`src/design/lcc_pkg.sv`:
```
`default_nettype none
package lcc_pkg;
  // byte addresses of the register words
  localparam logic [7:0] CELL_CONTROL_ADDR   = 8'h00;
  localparam logic [7:0] CELL_POLARITY_ADDR  = 8'h04;
  localparam logic [7:0] INPUT_SELECT_0_ADDR = 8'h08;
  localparam logic [7:0] INPUT_SELECT_1_ADDR = 8'h0c;
  localparam logic [7:0] INPUT_SELECT_2_ADDR = 8'h10;
  localparam logic [7:0] INPUT_SELECT_3_ADDR = 8'h14;
  localparam logic [7:0] GATE_ENABLE_0_ADDR  = 8'h18;
  localparam logic [7:0] GATE_ENABLE_1_ADDR  = 8'h1c;
  localparam logic [7:0] GATE_ENABLE_2_ADDR  = 8'h20;
  localparam logic [7:0] GATE_ENABLE_3_ADDR  = 8'h24;
  localparam logic [7:0] CELL_IRQ_ADDR       = 8'h28;

  // register indices returned by the address decoder
  localparam logic [3:0] IDX_CONTROL  = 4'h0;
  localparam logic [3:0] IDX_POLARITY = 4'h1;
  localparam logic [3:0] IDX_SELECT0  = 4'h2;
  localparam logic [3:0] IDX_GATE0    = 4'h6;
  localparam logic [3:0] IDX_IRQ      = 4'ha;
  localparam logic [3:0] IDX_NONE     = 4'hf;

  // cell_control fields
  localparam int CTL_ENABLE_BIT = 7;
  localparam int CTL_UNUSED_BIT = 6;
  localparam int CTL_STATUS_BIT = 5;
  localparam int CTL_RISE_BIT   = 4;
  localparam int CTL_FALL_BIT   = 3;
  localparam int CTL_MODE_LSB   = 0;
  localparam int MODE_WIDTH     = 3;
  localparam logic [7:0] CELL_CONTROL_RESET = 8'h00;

  // cell_polarity fields
  localparam int POL_OUTPUT_BIT = 7;
  localparam logic POL_OUTPUT_RESET = 1'b0;

  // input selects, gate enables and the irq flag bit
  localparam int SOURCE_WIDTH = 6;
  localparam int GATE_COUNT   = 4;
  localparam int IRQ_FLAG_BIT = 0;

  // function select codes
  localparam logic [2:0] MODE_AND_OR   = 3'h0;
  localparam logic [2:0] MODE_OR_XOR   = 3'h1;
  localparam logic [2:0] MODE_AND4     = 3'h2;
  localparam logic [2:0] MODE_SR_LATCH = 3'h3;
  localparam logic [2:0] MODE_DFF_SR   = 3'h4;
  localparam logic [2:0] MODE_DFF2_R   = 3'h5;
  localparam logic [2:0] MODE_JK_R     = 3'h6;
  localparam logic [2:0] MODE_LATCH_SR = 3'h7;

  localparam logic [1:0] RESP_OKAY   = 2'h0;
  localparam logic [1:0] RESP_SLVERR = 2'h2;

  typedef struct packed {
    logic                         cell_enable;
    logic                         rise_irq_enable;
    logic                         fall_irq_enable;
    logic [2:0]                   function_select;
    logic                         output_invert;
    logic [3:0]                   gate_invert;
    logic [3:0][5:0]              data_source;
    logic [3:0][7:0]              gate_enable;
    logic                         out_q;
    logic                         out_prev;
    logic                         cell_irq_flag;
    logic                         aw_held;
    logic [7:0]                   aw_addr;
    logic                         w_held;
    logic [31:0]                  w_data;
    logic [3:0]                   w_strb;
    logic                         bvalid;
    logic [1:0]                   bresp;
    logic                         rvalid;
    logic [31:0]                  rdata;
    logic [1:0]                   rresp;
  } lcc_state_type;
endpackage : lcc_pkg
`default_nettype wire

```
`src/design/lcc_core_if.sv`:
```
`timescale 1ns/1ns
`default_nettype none
interface lcc_core_if;
  logic [3:0]      data_in;
  logic [3:0][7:0] gate_enable;
  logic [3:0]      gate_invert;
  logic [2:0]      function_select;
  logic            cell_enable;
  logic            result;

  modport ctl (output data_in, gate_enable, gate_invert, function_select, cell_enable, input result);
  modport core (input data_in, gate_enable, gate_invert, function_select, cell_enable, output result);
endinterface : lcc_core_if
`default_nettype wire

```
`src/design/lcc_top.sv`:
```
// The implementer's own choices: the register addresses and the AXI4-Lite slave port.
`timescale 1ns/1ns
`default_nettype none
module lcc_top (
  input  wire logic        SYS_CLK,
  input  wire logic        RST,
  input  wire logic [7:0]  S_AXI_AWADDR,
  input  wire logic        S_AXI_AWVALID,
  output logic             S_AXI_AWREADY,
  input  wire logic [31:0] S_AXI_WDATA,
  input  wire logic [3:0]  S_AXI_WSTRB,
  input  wire logic        S_AXI_WVALID,
  output logic             S_AXI_WREADY,
  output logic [1:0]       S_AXI_BRESP,
  output logic             S_AXI_BVALID,
  input  wire logic        S_AXI_BREADY,
  input  wire logic [7:0]  S_AXI_ARADDR,
  input  wire logic        S_AXI_ARVALID,
  output logic             S_AXI_ARREADY,
  output logic [31:0]      S_AXI_RDATA,
  output logic [1:0]       S_AXI_RRESP,
  output logic             S_AXI_RVALID,
  input  wire logic        S_AXI_RREADY,
  input  wire logic [63:0] SOURCES,
  output logic             CELL_OUT,
  output logic             CELL_IRQ_FLAG
);
  lcc_pkg::lcc_state_type s_q;
  lcc_pkg::lcc_state_type s_d;
  logic                   rise;
  logic                   fall;
  logic                   irq_set;
  logic                   irq_clr;
  logic [3:0]             widx;
  logic [3:0]             ridx;
  logic [7:0]             wbyte;
  logic [7:0]             rbyte;

  lcc_core_if cif ();

  lcc_core u_core (
    .clk (SYS_CLK),
    .rst (RST),
    .cif (cif)
  );

  // word-aligned decode shared by the write and read paths
  function automatic logic [3:0] map_index(input logic [7:0] addr);
    case (addr)
      lcc_pkg::CELL_CONTROL_ADDR:   map_index = lcc_pkg::IDX_CONTROL;
      lcc_pkg::CELL_POLARITY_ADDR:  map_index = lcc_pkg::IDX_POLARITY;
      lcc_pkg::INPUT_SELECT_0_ADDR: map_index = lcc_pkg::IDX_SELECT0;
      lcc_pkg::INPUT_SELECT_1_ADDR: map_index = lcc_pkg::IDX_SELECT0 + 4'h1;
      lcc_pkg::INPUT_SELECT_2_ADDR: map_index = lcc_pkg::IDX_SELECT0 + 4'h2;
      lcc_pkg::INPUT_SELECT_3_ADDR: map_index = lcc_pkg::IDX_SELECT0 + 4'h3;
      lcc_pkg::GATE_ENABLE_0_ADDR:  map_index = lcc_pkg::IDX_GATE0;
      lcc_pkg::GATE_ENABLE_1_ADDR:  map_index = lcc_pkg::IDX_GATE0 + 4'h1;
      lcc_pkg::GATE_ENABLE_2_ADDR:  map_index = lcc_pkg::IDX_GATE0 + 4'h2;
      lcc_pkg::GATE_ENABLE_3_ADDR:  map_index = lcc_pkg::IDX_GATE0 + 4'h3;
      lcc_pkg::CELL_IRQ_ADDR:       map_index = lcc_pkg::IDX_IRQ;
      default:                      map_index = lcc_pkg::IDX_NONE;
    endcase
  endfunction : map_index

  ////////////////////////////////////////////////////////////////////////
  // core hookup
  assign cif.gate_enable     = s_q.gate_enable;
  assign cif.gate_invert     = s_q.gate_invert;
  assign cif.function_select = s_q.function_select;
  assign cif.cell_enable     = s_q.cell_enable;

  for (genvar k = 0; k < lcc_pkg::GATE_COUNT; k++) begin : g_select
    assign cif.data_in[k] = SOURCES[s_q.data_source[k]];
  end

  ////////////////////////////////////////////////////////////////////////
  // bus handshakes
  assign S_AXI_AWREADY = !s_q.aw_held && !s_q.bvalid;
  assign S_AXI_WREADY  = !s_q.w_held && !s_q.bvalid;
  assign S_AXI_ARREADY = !s_q.rvalid;
  assign S_AXI_BVALID  = s_q.bvalid;
  assign S_AXI_BRESP   = s_q.bresp;
  assign S_AXI_RVALID  = s_q.rvalid;
  assign S_AXI_RDATA   = s_q.rdata;
  assign S_AXI_RRESP   = s_q.rresp;
  assign CELL_OUT      = s_q.out_q;
  assign CELL_IRQ_FLAG = s_q.cell_irq_flag;

  ////////////////////////////////////////////////////////////////////////
  always_comb begin
    s_d = s_q;
    wbyte = s_q.w_data[7:0];
    widx = map_index(s_q.aw_addr);
    ridx = map_index(S_AXI_ARADDR);
    irq_clr = 1'b0;

    // enable gate and output polarity stage
    s_d.out_q = s_q.cell_enable & (cif.result ^ s_q.output_invert);
    // edges against the previous registered output
    s_d.out_prev = s_q.out_q;
    rise = s_q.out_q & ~s_q.out_prev;
    fall = ~s_q.out_q & s_q.out_prev;
    irq_set = (rise & s_q.rise_irq_enable) | (fall & s_q.fall_irq_enable);

    if (S_AXI_AWVALID && S_AXI_AWREADY) begin
      s_d.aw_held = 1'b1;
      s_d.aw_addr = S_AXI_AWADDR;
    end
    if (S_AXI_WVALID && S_AXI_WREADY) begin
      s_d.w_held = 1'b1;
      s_d.w_data = S_AXI_WDATA;
      s_d.w_strb = S_AXI_WSTRB;
    end
    if (s_q.aw_held && s_q.w_held && !s_q.bvalid) begin
      s_d.aw_held = 1'b0;
      s_d.w_held = 1'b0;
      s_d.bvalid = 1'b1;
      s_d.bresp = (widx == lcc_pkg::IDX_NONE) ? lcc_pkg::RESP_SLVERR : lcc_pkg::RESP_OKAY;
      // only byte lane 0 holds register bits
      if (s_q.w_strb[0]) begin
        case (widx)
          // status and bit six are not writable
          lcc_pkg::IDX_CONTROL: begin
            s_d.cell_enable     = wbyte[lcc_pkg::CTL_ENABLE_BIT];
            s_d.rise_irq_enable = wbyte[lcc_pkg::CTL_RISE_BIT];
            s_d.fall_irq_enable = wbyte[lcc_pkg::CTL_FALL_BIT];
            s_d.function_select = wbyte[lcc_pkg::CTL_MODE_LSB +: lcc_pkg::MODE_WIDTH];
          end
          lcc_pkg::IDX_POLARITY: begin
            s_d.output_invert = wbyte[lcc_pkg::POL_OUTPUT_BIT];
            s_d.gate_invert   = wbyte[3:0];
          end
          lcc_pkg::IDX_SELECT0:         s_d.data_source[0] = wbyte[5:0];
          lcc_pkg::IDX_SELECT0 + 4'h1:  s_d.data_source[1] = wbyte[5:0];
          lcc_pkg::IDX_SELECT0 + 4'h2:  s_d.data_source[2] = wbyte[5:0];
          lcc_pkg::IDX_SELECT0 + 4'h3:  s_d.data_source[3] = wbyte[5:0];
          lcc_pkg::IDX_GATE0:           s_d.gate_enable[0] = wbyte;
          lcc_pkg::IDX_GATE0 + 4'h1:    s_d.gate_enable[1] = wbyte;
          lcc_pkg::IDX_GATE0 + 4'h2:    s_d.gate_enable[2] = wbyte;
          lcc_pkg::IDX_GATE0 + 4'h3:    s_d.gate_enable[3] = wbyte;
          lcc_pkg::IDX_IRQ:             irq_clr = wbyte[lcc_pkg::IRQ_FLAG_BIT];
          default:                      irq_clr = 1'b0;
        endcase
      end
    end
    if (s_q.bvalid && S_AXI_BREADY) begin
      s_d.bvalid = 1'b0;
    end

    rbyte = 8'h00;
    case (ridx)
      lcc_pkg::IDX_CONTROL: begin
        rbyte[lcc_pkg::CTL_ENABLE_BIT] = s_q.cell_enable;
        rbyte[lcc_pkg::CTL_STATUS_BIT] = s_q.out_q;
        rbyte[lcc_pkg::CTL_RISE_BIT]   = s_q.rise_irq_enable;
        rbyte[lcc_pkg::CTL_FALL_BIT]   = s_q.fall_irq_enable;
        rbyte[lcc_pkg::CTL_MODE_LSB +: lcc_pkg::MODE_WIDTH] = s_q.function_select;
      end
      lcc_pkg::IDX_POLARITY: begin
        rbyte[lcc_pkg::POL_OUTPUT_BIT] = s_q.output_invert;
        rbyte[3:0] = s_q.gate_invert;
      end
      lcc_pkg::IDX_SELECT0:        rbyte[5:0] = s_q.data_source[0];
      lcc_pkg::IDX_SELECT0 + 4'h1: rbyte[5:0] = s_q.data_source[1];
      lcc_pkg::IDX_SELECT0 + 4'h2: rbyte[5:0] = s_q.data_source[2];
      lcc_pkg::IDX_SELECT0 + 4'h3: rbyte[5:0] = s_q.data_source[3];
      lcc_pkg::IDX_GATE0:          rbyte = s_q.gate_enable[0];
      lcc_pkg::IDX_GATE0 + 4'h1:   rbyte = s_q.gate_enable[1];
      lcc_pkg::IDX_GATE0 + 4'h2:   rbyte = s_q.gate_enable[2];
      lcc_pkg::IDX_GATE0 + 4'h3:   rbyte = s_q.gate_enable[3];
      lcc_pkg::IDX_IRQ:            rbyte[lcc_pkg::IRQ_FLAG_BIT] = s_q.cell_irq_flag;
      default:                     rbyte = 8'h00;
    endcase
    if (S_AXI_ARVALID && S_AXI_ARREADY) begin
      s_d.rvalid = 1'b1;
      s_d.rdata = {24'h000000, rbyte};
      s_d.rresp = (ridx == lcc_pkg::IDX_NONE) ? lcc_pkg::RESP_SLVERR : lcc_pkg::RESP_OKAY;
    end
    if (s_q.rvalid && S_AXI_RREADY) begin
      s_d.rvalid = 1'b0;
    end

    // set wins over a same-cycle clear
    s_d.cell_irq_flag = (s_q.cell_irq_flag & ~irq_clr) | irq_set;

    // reset touches control, output invert, flag and bus state; other config is kept
    if (RST) begin
      s_d.cell_enable     = lcc_pkg::CELL_CONTROL_RESET[lcc_pkg::CTL_ENABLE_BIT];
      s_d.rise_irq_enable = lcc_pkg::CELL_CONTROL_RESET[lcc_pkg::CTL_RISE_BIT];
      s_d.fall_irq_enable = lcc_pkg::CELL_CONTROL_RESET[lcc_pkg::CTL_FALL_BIT];
      s_d.function_select = lcc_pkg::CELL_CONTROL_RESET[lcc_pkg::CTL_MODE_LSB +: lcc_pkg::MODE_WIDTH];
      s_d.output_invert   = lcc_pkg::POL_OUTPUT_RESET;
      s_d.out_q           = 1'b0;
      s_d.out_prev        = 1'b0;
      s_d.cell_irq_flag   = 1'b0;
      s_d.aw_held         = 1'b0;
      s_d.aw_addr         = 8'h00;
      s_d.w_held          = 1'b0;
      s_d.w_data          = 32'h00000000;
      s_d.w_strb          = 4'h0;
      s_d.bvalid          = 1'b0;
      s_d.bresp           = lcc_pkg::RESP_OKAY;
      s_d.rvalid          = 1'b0;
      s_d.rdata           = 32'h00000000;
      s_d.rresp           = lcc_pkg::RESP_OKAY;
    end
  end

  always_ff @(posedge SYS_CLK) begin
    s_q <= s_d;
  end
endmodule : lcc_top
`default_nettype wire

```
`src/design/lcc_core.sv`:
```
`timescale 1ns/1ns
`default_nettype none
module lcc_core (
  input wire logic  clk,
  input wire logic  rst,
  lcc_core_if.core  cif
);
  typedef struct packed {
    logic store;
    logic gclk_prev;
  } lcc_core_state_type;

  lcc_core_state_type s_q;
  lcc_core_state_type s_d;
  logic [3:0]         g;
  logic               gedge;
  logic               comb;
  logic               stored;

  // or of every enabled true or negated term
  function automatic logic gate_or(input logic [7:0] en, input logic [3:0] d);
    logic t;
    t = 1'b0;
    for (int k = 0; k < 4; k++) begin
      t = t | (en[2*k+1] & d[k]) | (en[2*k] & ~d[k]);
    end
    return t;
  endfunction : gate_or

  for (genvar i = 0; i < lcc_pkg::GATE_COUNT; i++) begin : g_gate
    assign g[i] = gate_or(cif.gate_enable[i], cif.data_in) ^ cif.gate_invert[i];
  end

  ////////////////////////////////////////////////////////////////////////
  // storage elements are emulated on the system clock; gate 0 rising edges clock the flip-flop modes
  always_comb begin
    s_d = s_q;
    s_d.gclk_prev = g[0];
    gedge = g[0] & ~s_q.gclk_prev;
    comb = 1'b0;
    stored = 1'b1;
    case (cif.function_select)
      lcc_pkg::MODE_AND_OR: begin
        comb = (g[0] & g[1]) | (g[2] & g[3]);
        stored = 1'b0;
      end
      lcc_pkg::MODE_OR_XOR: begin
        comb = (g[0] | g[1]) ^ (g[2] | g[3]);
        stored = 1'b0;
      end
      lcc_pkg::MODE_AND4: begin
        comb = &g;
        stored = 1'b0;
      end
      lcc_pkg::MODE_SR_LATCH: s_d.store = (g[0] | g[1]) | (~(g[2] | g[3]) & s_q.store);
      lcc_pkg::MODE_DFF_SR: begin
        if (g[2]) s_d.store = 1'b0;
        else if (g[3]) s_d.store = 1'b1;
        else if (gedge) s_d.store = g[1];
      end
      lcc_pkg::MODE_DFF2_R: begin
        if (g[2]) s_d.store = 1'b0;
        else if (gedge) s_d.store = g[1] & g[3];
      end
      lcc_pkg::MODE_JK_R: begin
        if (g[2]) s_d.store = 1'b0;
        else if (gedge) s_d.store = (g[1] & ~s_q.store) | (~g[3] & s_q.store);
      end
      // transparent latch while gate 0 high
      lcc_pkg::MODE_LATCH_SR: begin
        if (g[2]) s_d.store = 1'b0;
        else if (g[3]) s_d.store = 1'b1;
        else if (g[0]) s_d.store = g[1];
      end
      default: stored = 1'b0;
    endcase
    cif.result = stored ? s_d.store : comb;
    if (rst || !cif.cell_enable) begin
      s_d.store = 1'b0;
    end
  end

  always_ff @(posedge clk) begin
    s_q <= s_d;
  end
endmodule : lcc_core
`default_nettype wire

```
`config.mk`:
```
export PLATFORM = sky130hd
export DESIGN_NAME = lcc_top
export DESIGN_NICKNAME = d
export VERILOG_FILES = /design/src/design/lcc_pkg.sv /design/src/design/lcc_core_if.sv /design/src/design/lcc_top.sv /design/src/design/lcc_core.sv
export SDC_FILE = /design/constraint.sdc
export NUM_CORES = 1
export LEC_CHECK = 0
export BUFFER_PORTS_ARGS = -buffer_cell sky130_fd_sc_hd__buf_2
export CORE_MARGIN = 5
export CORE_UTILIZATION = 55
export CTS_CLUSTER_SIZE = 24
export DETAILED_ROUTE_END_ITERATION = 16
export GPL_ROUTABILITY_DRIVEN = 0
export PLACE_DENSITY_LB_ADDON = 0.25
export REMOVE_ABC_BUFFERS = 1
export SLEW_MARGIN = 20
export SYNTH_ARGS = -nofsm -noshare
export SYNTH_HDL_FRONTEND = slang
export SYNTH_SLANG_ARGS = --single-unit
```
`constraint.sdc`:
```
create_clock -name SYS_CLK -period 9.2 [get_ports SYS_CLK]
set_clock_uncertainty 0.15 [all_clocks]
set_input_delay 0.46 -clock SYS_CLK [delete_from_list [all_inputs] [get_ports SYS_CLK]]
set_output_delay 0.46 -clock SYS_CLK [all_outputs]
set_load 0.01 [all_outputs]
```
==> metrics.md <==
| Metric | Value |
|---|---|
| Status | finished, final reports clean |
| Die width | 124 um |
| # DRC | 0 |
| Maximum clock path buffer count | 2 |
| HP Class | in2reg |
| Part of the power in combinational logic | 11.6% |
| Share of the yosys chip area belonging to registers | 37.1% |
| Layout cell share with drive strength beyond 1 | 29.7% |
| Core Area | 12700 um^2 |
| Post-Layout Cell Count | 913 |
| Post-CTS resize count | 0 |
| CTS tree | built |
| Worst setup EP type | flip-flop |
| Area share of the largest cell type after synthesis | 25.1% |
| Synth unique cells | 74 |
| Peak fanout along the critical path | 15 |
| Port bufs | 112 |
| Max_slew headroom | 34.1% |
| Vias after detailed routing | 5994 |
| Cell area power density | 129 nW/um^2 |
| Root Driver | clkbuf_16 |
| Final WL | 20100 um |
| Setup Buffers After CTS | 0 |
| Wire per inst | 22.0 um |
| Slew of the pin with the lowest slew margin | 0.988 ns |
| Min Hold Slack | 0.155 ns |
| Cells taking the most area after synthesis | edfxtp_1, mux4_2, dfxtp_1 |
| Total CTS buffers | 9 |
| Largest net degree at the start of global routing | 43 |
| Max Cap Violations | 0 |
| #FFs+latches synth | 103 |
| Setup-failing EPs final | 0 |
| Top FF cell, synth | edfxtp_1 |
| Initial Utilization | 56.4% |
| RSZ-0062 raised after global routing | false |
| FF-to-FF path depth | 12 |
| Int Pwr | 0.769 mW |
| Inst Count DP | 896 |
| Sw frac | 25.0% |
| Critical Path RT | 9.33 ns |
| Vias in the first global route | 5826 |
| EDFF count, synth | 60 |
| Final TNS setup | 0 ns |
| Synth area leader | edfxtp_1 |
| Commonest cells after routing, fill and taps aside | buf_2, nand2_1, edfxtp_1 |
| DR pass1 iterations | 5 |
| Reg power frac | 49.6% |
| Vias/cell | 6.57 |
| IO Pins | 166 |
| R2R Setup Slk | 4.59 ns |
| Hpwl dp | 15000 um |
| P_sw | 0.256 mW |
| Max VDD drop | 0.106 mV |
| Clock Pin Slew Worst Setup and Hold Paths | 0.07 ns |
| Gr ovfl total | 0 |
| Syn Inst Count | 658 |
| Rows | 41 |
| Ys Warns | 0 |
| Die area | 15400 um^2 |
| Most common cell after layout, fill and taps aside | buf_2 |
| Pins Over Slew Limit | 0 |
| Min cycle time layout | 4.61 ns |
| Num Clock Sinks | 103 |
| Layout area overhead | 10.7% |
| First-pass GRT wire length | 31300 um |
| Clock group share of total power | 38.8% |
| Clk_lat worst skew | 0.35 ns |
| Initial antenna violation count | 0 |
| Diodes inserted | 0 |
| Die height | 124 um |
| Ys async rst share | 0% |
| Kind of critical path | reg2reg |
| CP Launch Type | flip-flop |
| Fin crit share | 50.1% |
| Overall Global Routing Usage | 25.2% |
| Arrival time worst endpoint | 4.75 ns |
| Mean post-synth cell area | 10.9 um^2 |
| Mapped cell area | 7170 um^2 |
| Lkg Pwr | 2.99 nW |
| Final net count | 859 |
| CTS H-tree lvls | 3 |
| DRT iter0 DRCs | 821 |
| # hold bufs at CTS | 0 |
| Final number of hold-violating endpoints | 0 |
| Peak Freq | 217 MHz |
| Worst hold stages | 2 |
| Post-detailed-route count of antenna-violating nets | 0 |
[sequential cells by signal, indices dropped and copies added (netlist names), 2 cells and up]
signal,cells
u_core.s_q,2
cif.gate_enable,32
S_AXI_RDATA,8
cif.gate_invert,4
s_q,47
cif.function_select,3
[per-layer routing]
metal,track usage (%),up-vias,share of wire (%)
met5,0,-,0
li1,-,2675,-
met3,6.13,34,12
met4,6.00,0,1.9
met2,39.5,406,46
met1,35.6,2879,40
[Yosys cell counts (4+ instances only)]
master,count
o22ai_1,10
nand4_1,5
a222oi_1,5
nand3_1,8
and2_1,5
nand3b_1,7
o21ai_0,14
o211ai_1,7
clkbuf_1,22
nor4_1,4
nor2b_1,12
a221oi_1,6
a22oi_1,7
dfxtp_1,43
edfxtp_1,60
mux2_2,8
a21oi_1,34
mux2i_1,49
mux4_2,58
nand2_1,67
or3_1,4
a31oi_1,7
nor3_1,11
inv_1,17
buf_2,4
nor3b_1,5
or3b_2,4
nor2_1,55
nand2b_1,7
a211oi_1,9
buf_4,43
[critical path: stages, from the launching register on]
cell	delay, ns
edfxtp_1	0.88
mux4_2	0.60
o22ai_1	0.18
nor4b_1	0.07
nor4_1	0.46
o21ai_2	0.24
mux2_4	0.37
nor4_2	0.43
o22a_1	0.29
a21oi_1	0.10
o221a_2	0.28
a211oi_2	0.28
mux2i_1	0.20
[power groups by stage]
stage	combinational (mW)	sequential [mW]	clock, mW
5_1_grt	0.131	0.510	0.425
3_3_place_gp	0.113	0.519	0
2_1_floorplan	0.0651	0.515	0
3_5_place_dp	0.118	0.519	0
6_report	0.119	0.509	0.398
4_1_cts	0.118	0.509	0.400
[cell families (layout without fill, tap and decap cells)]
logic type	count (synthesis)	after routing	share of synthesized area [%]
buffers and inverters	92	150	7.45
AND/OR/NAND/NOR	209	209	14.8
flip-flops	103	103	37.1
AO/OA/AOI/OAI	134	134	13.6
multiplexers	118	118	26.9
other	1	26	0.0523
XOR/XNOR	1	1	0.122
[through the flow]
step                      cell area [um^2]  worst slack, ns  total power [mW]  utilization (%)
after global placement                7590             4.47             0.631             59.7
after global routing                  7940             4.36              1.07             62.4
after detailed placement              7610             4.38             0.637             59.8
after CTS                             7930             4.33              1.03             62.3
final                                 7940             4.59              1.03             62.4
after floorplan                       6800             4.95             0.580                -
[final cells by class]
cell class	count	area (um^2)
clock buffers	9	225
clock inverters	7	92.6
fillers	1066	4780
inverters	17	63.8
multi-input cells	488	4070
flip-flops and latches	103	2660
well taps	172	215
repair buffers	117	613
[final timing paths]
path | startpoint | end
max | s_q[138]$_DFFE_PP_ | CELL_OUT$_SDFF_PP0_
min | S_AXI_RREADY | S_AXI_RVALID$_SDFFE_PP0P_
max reg2reg | s_q[138]$_DFFE_PP_ | CELL_OUT$_SDFF_PP0_
min reg2reg | s_q[76]$_SDFFE_PP0P_ | s_q[76]$_SDFFE_PP0P_
Note: power is estimated with default switching activity, not from simulation.
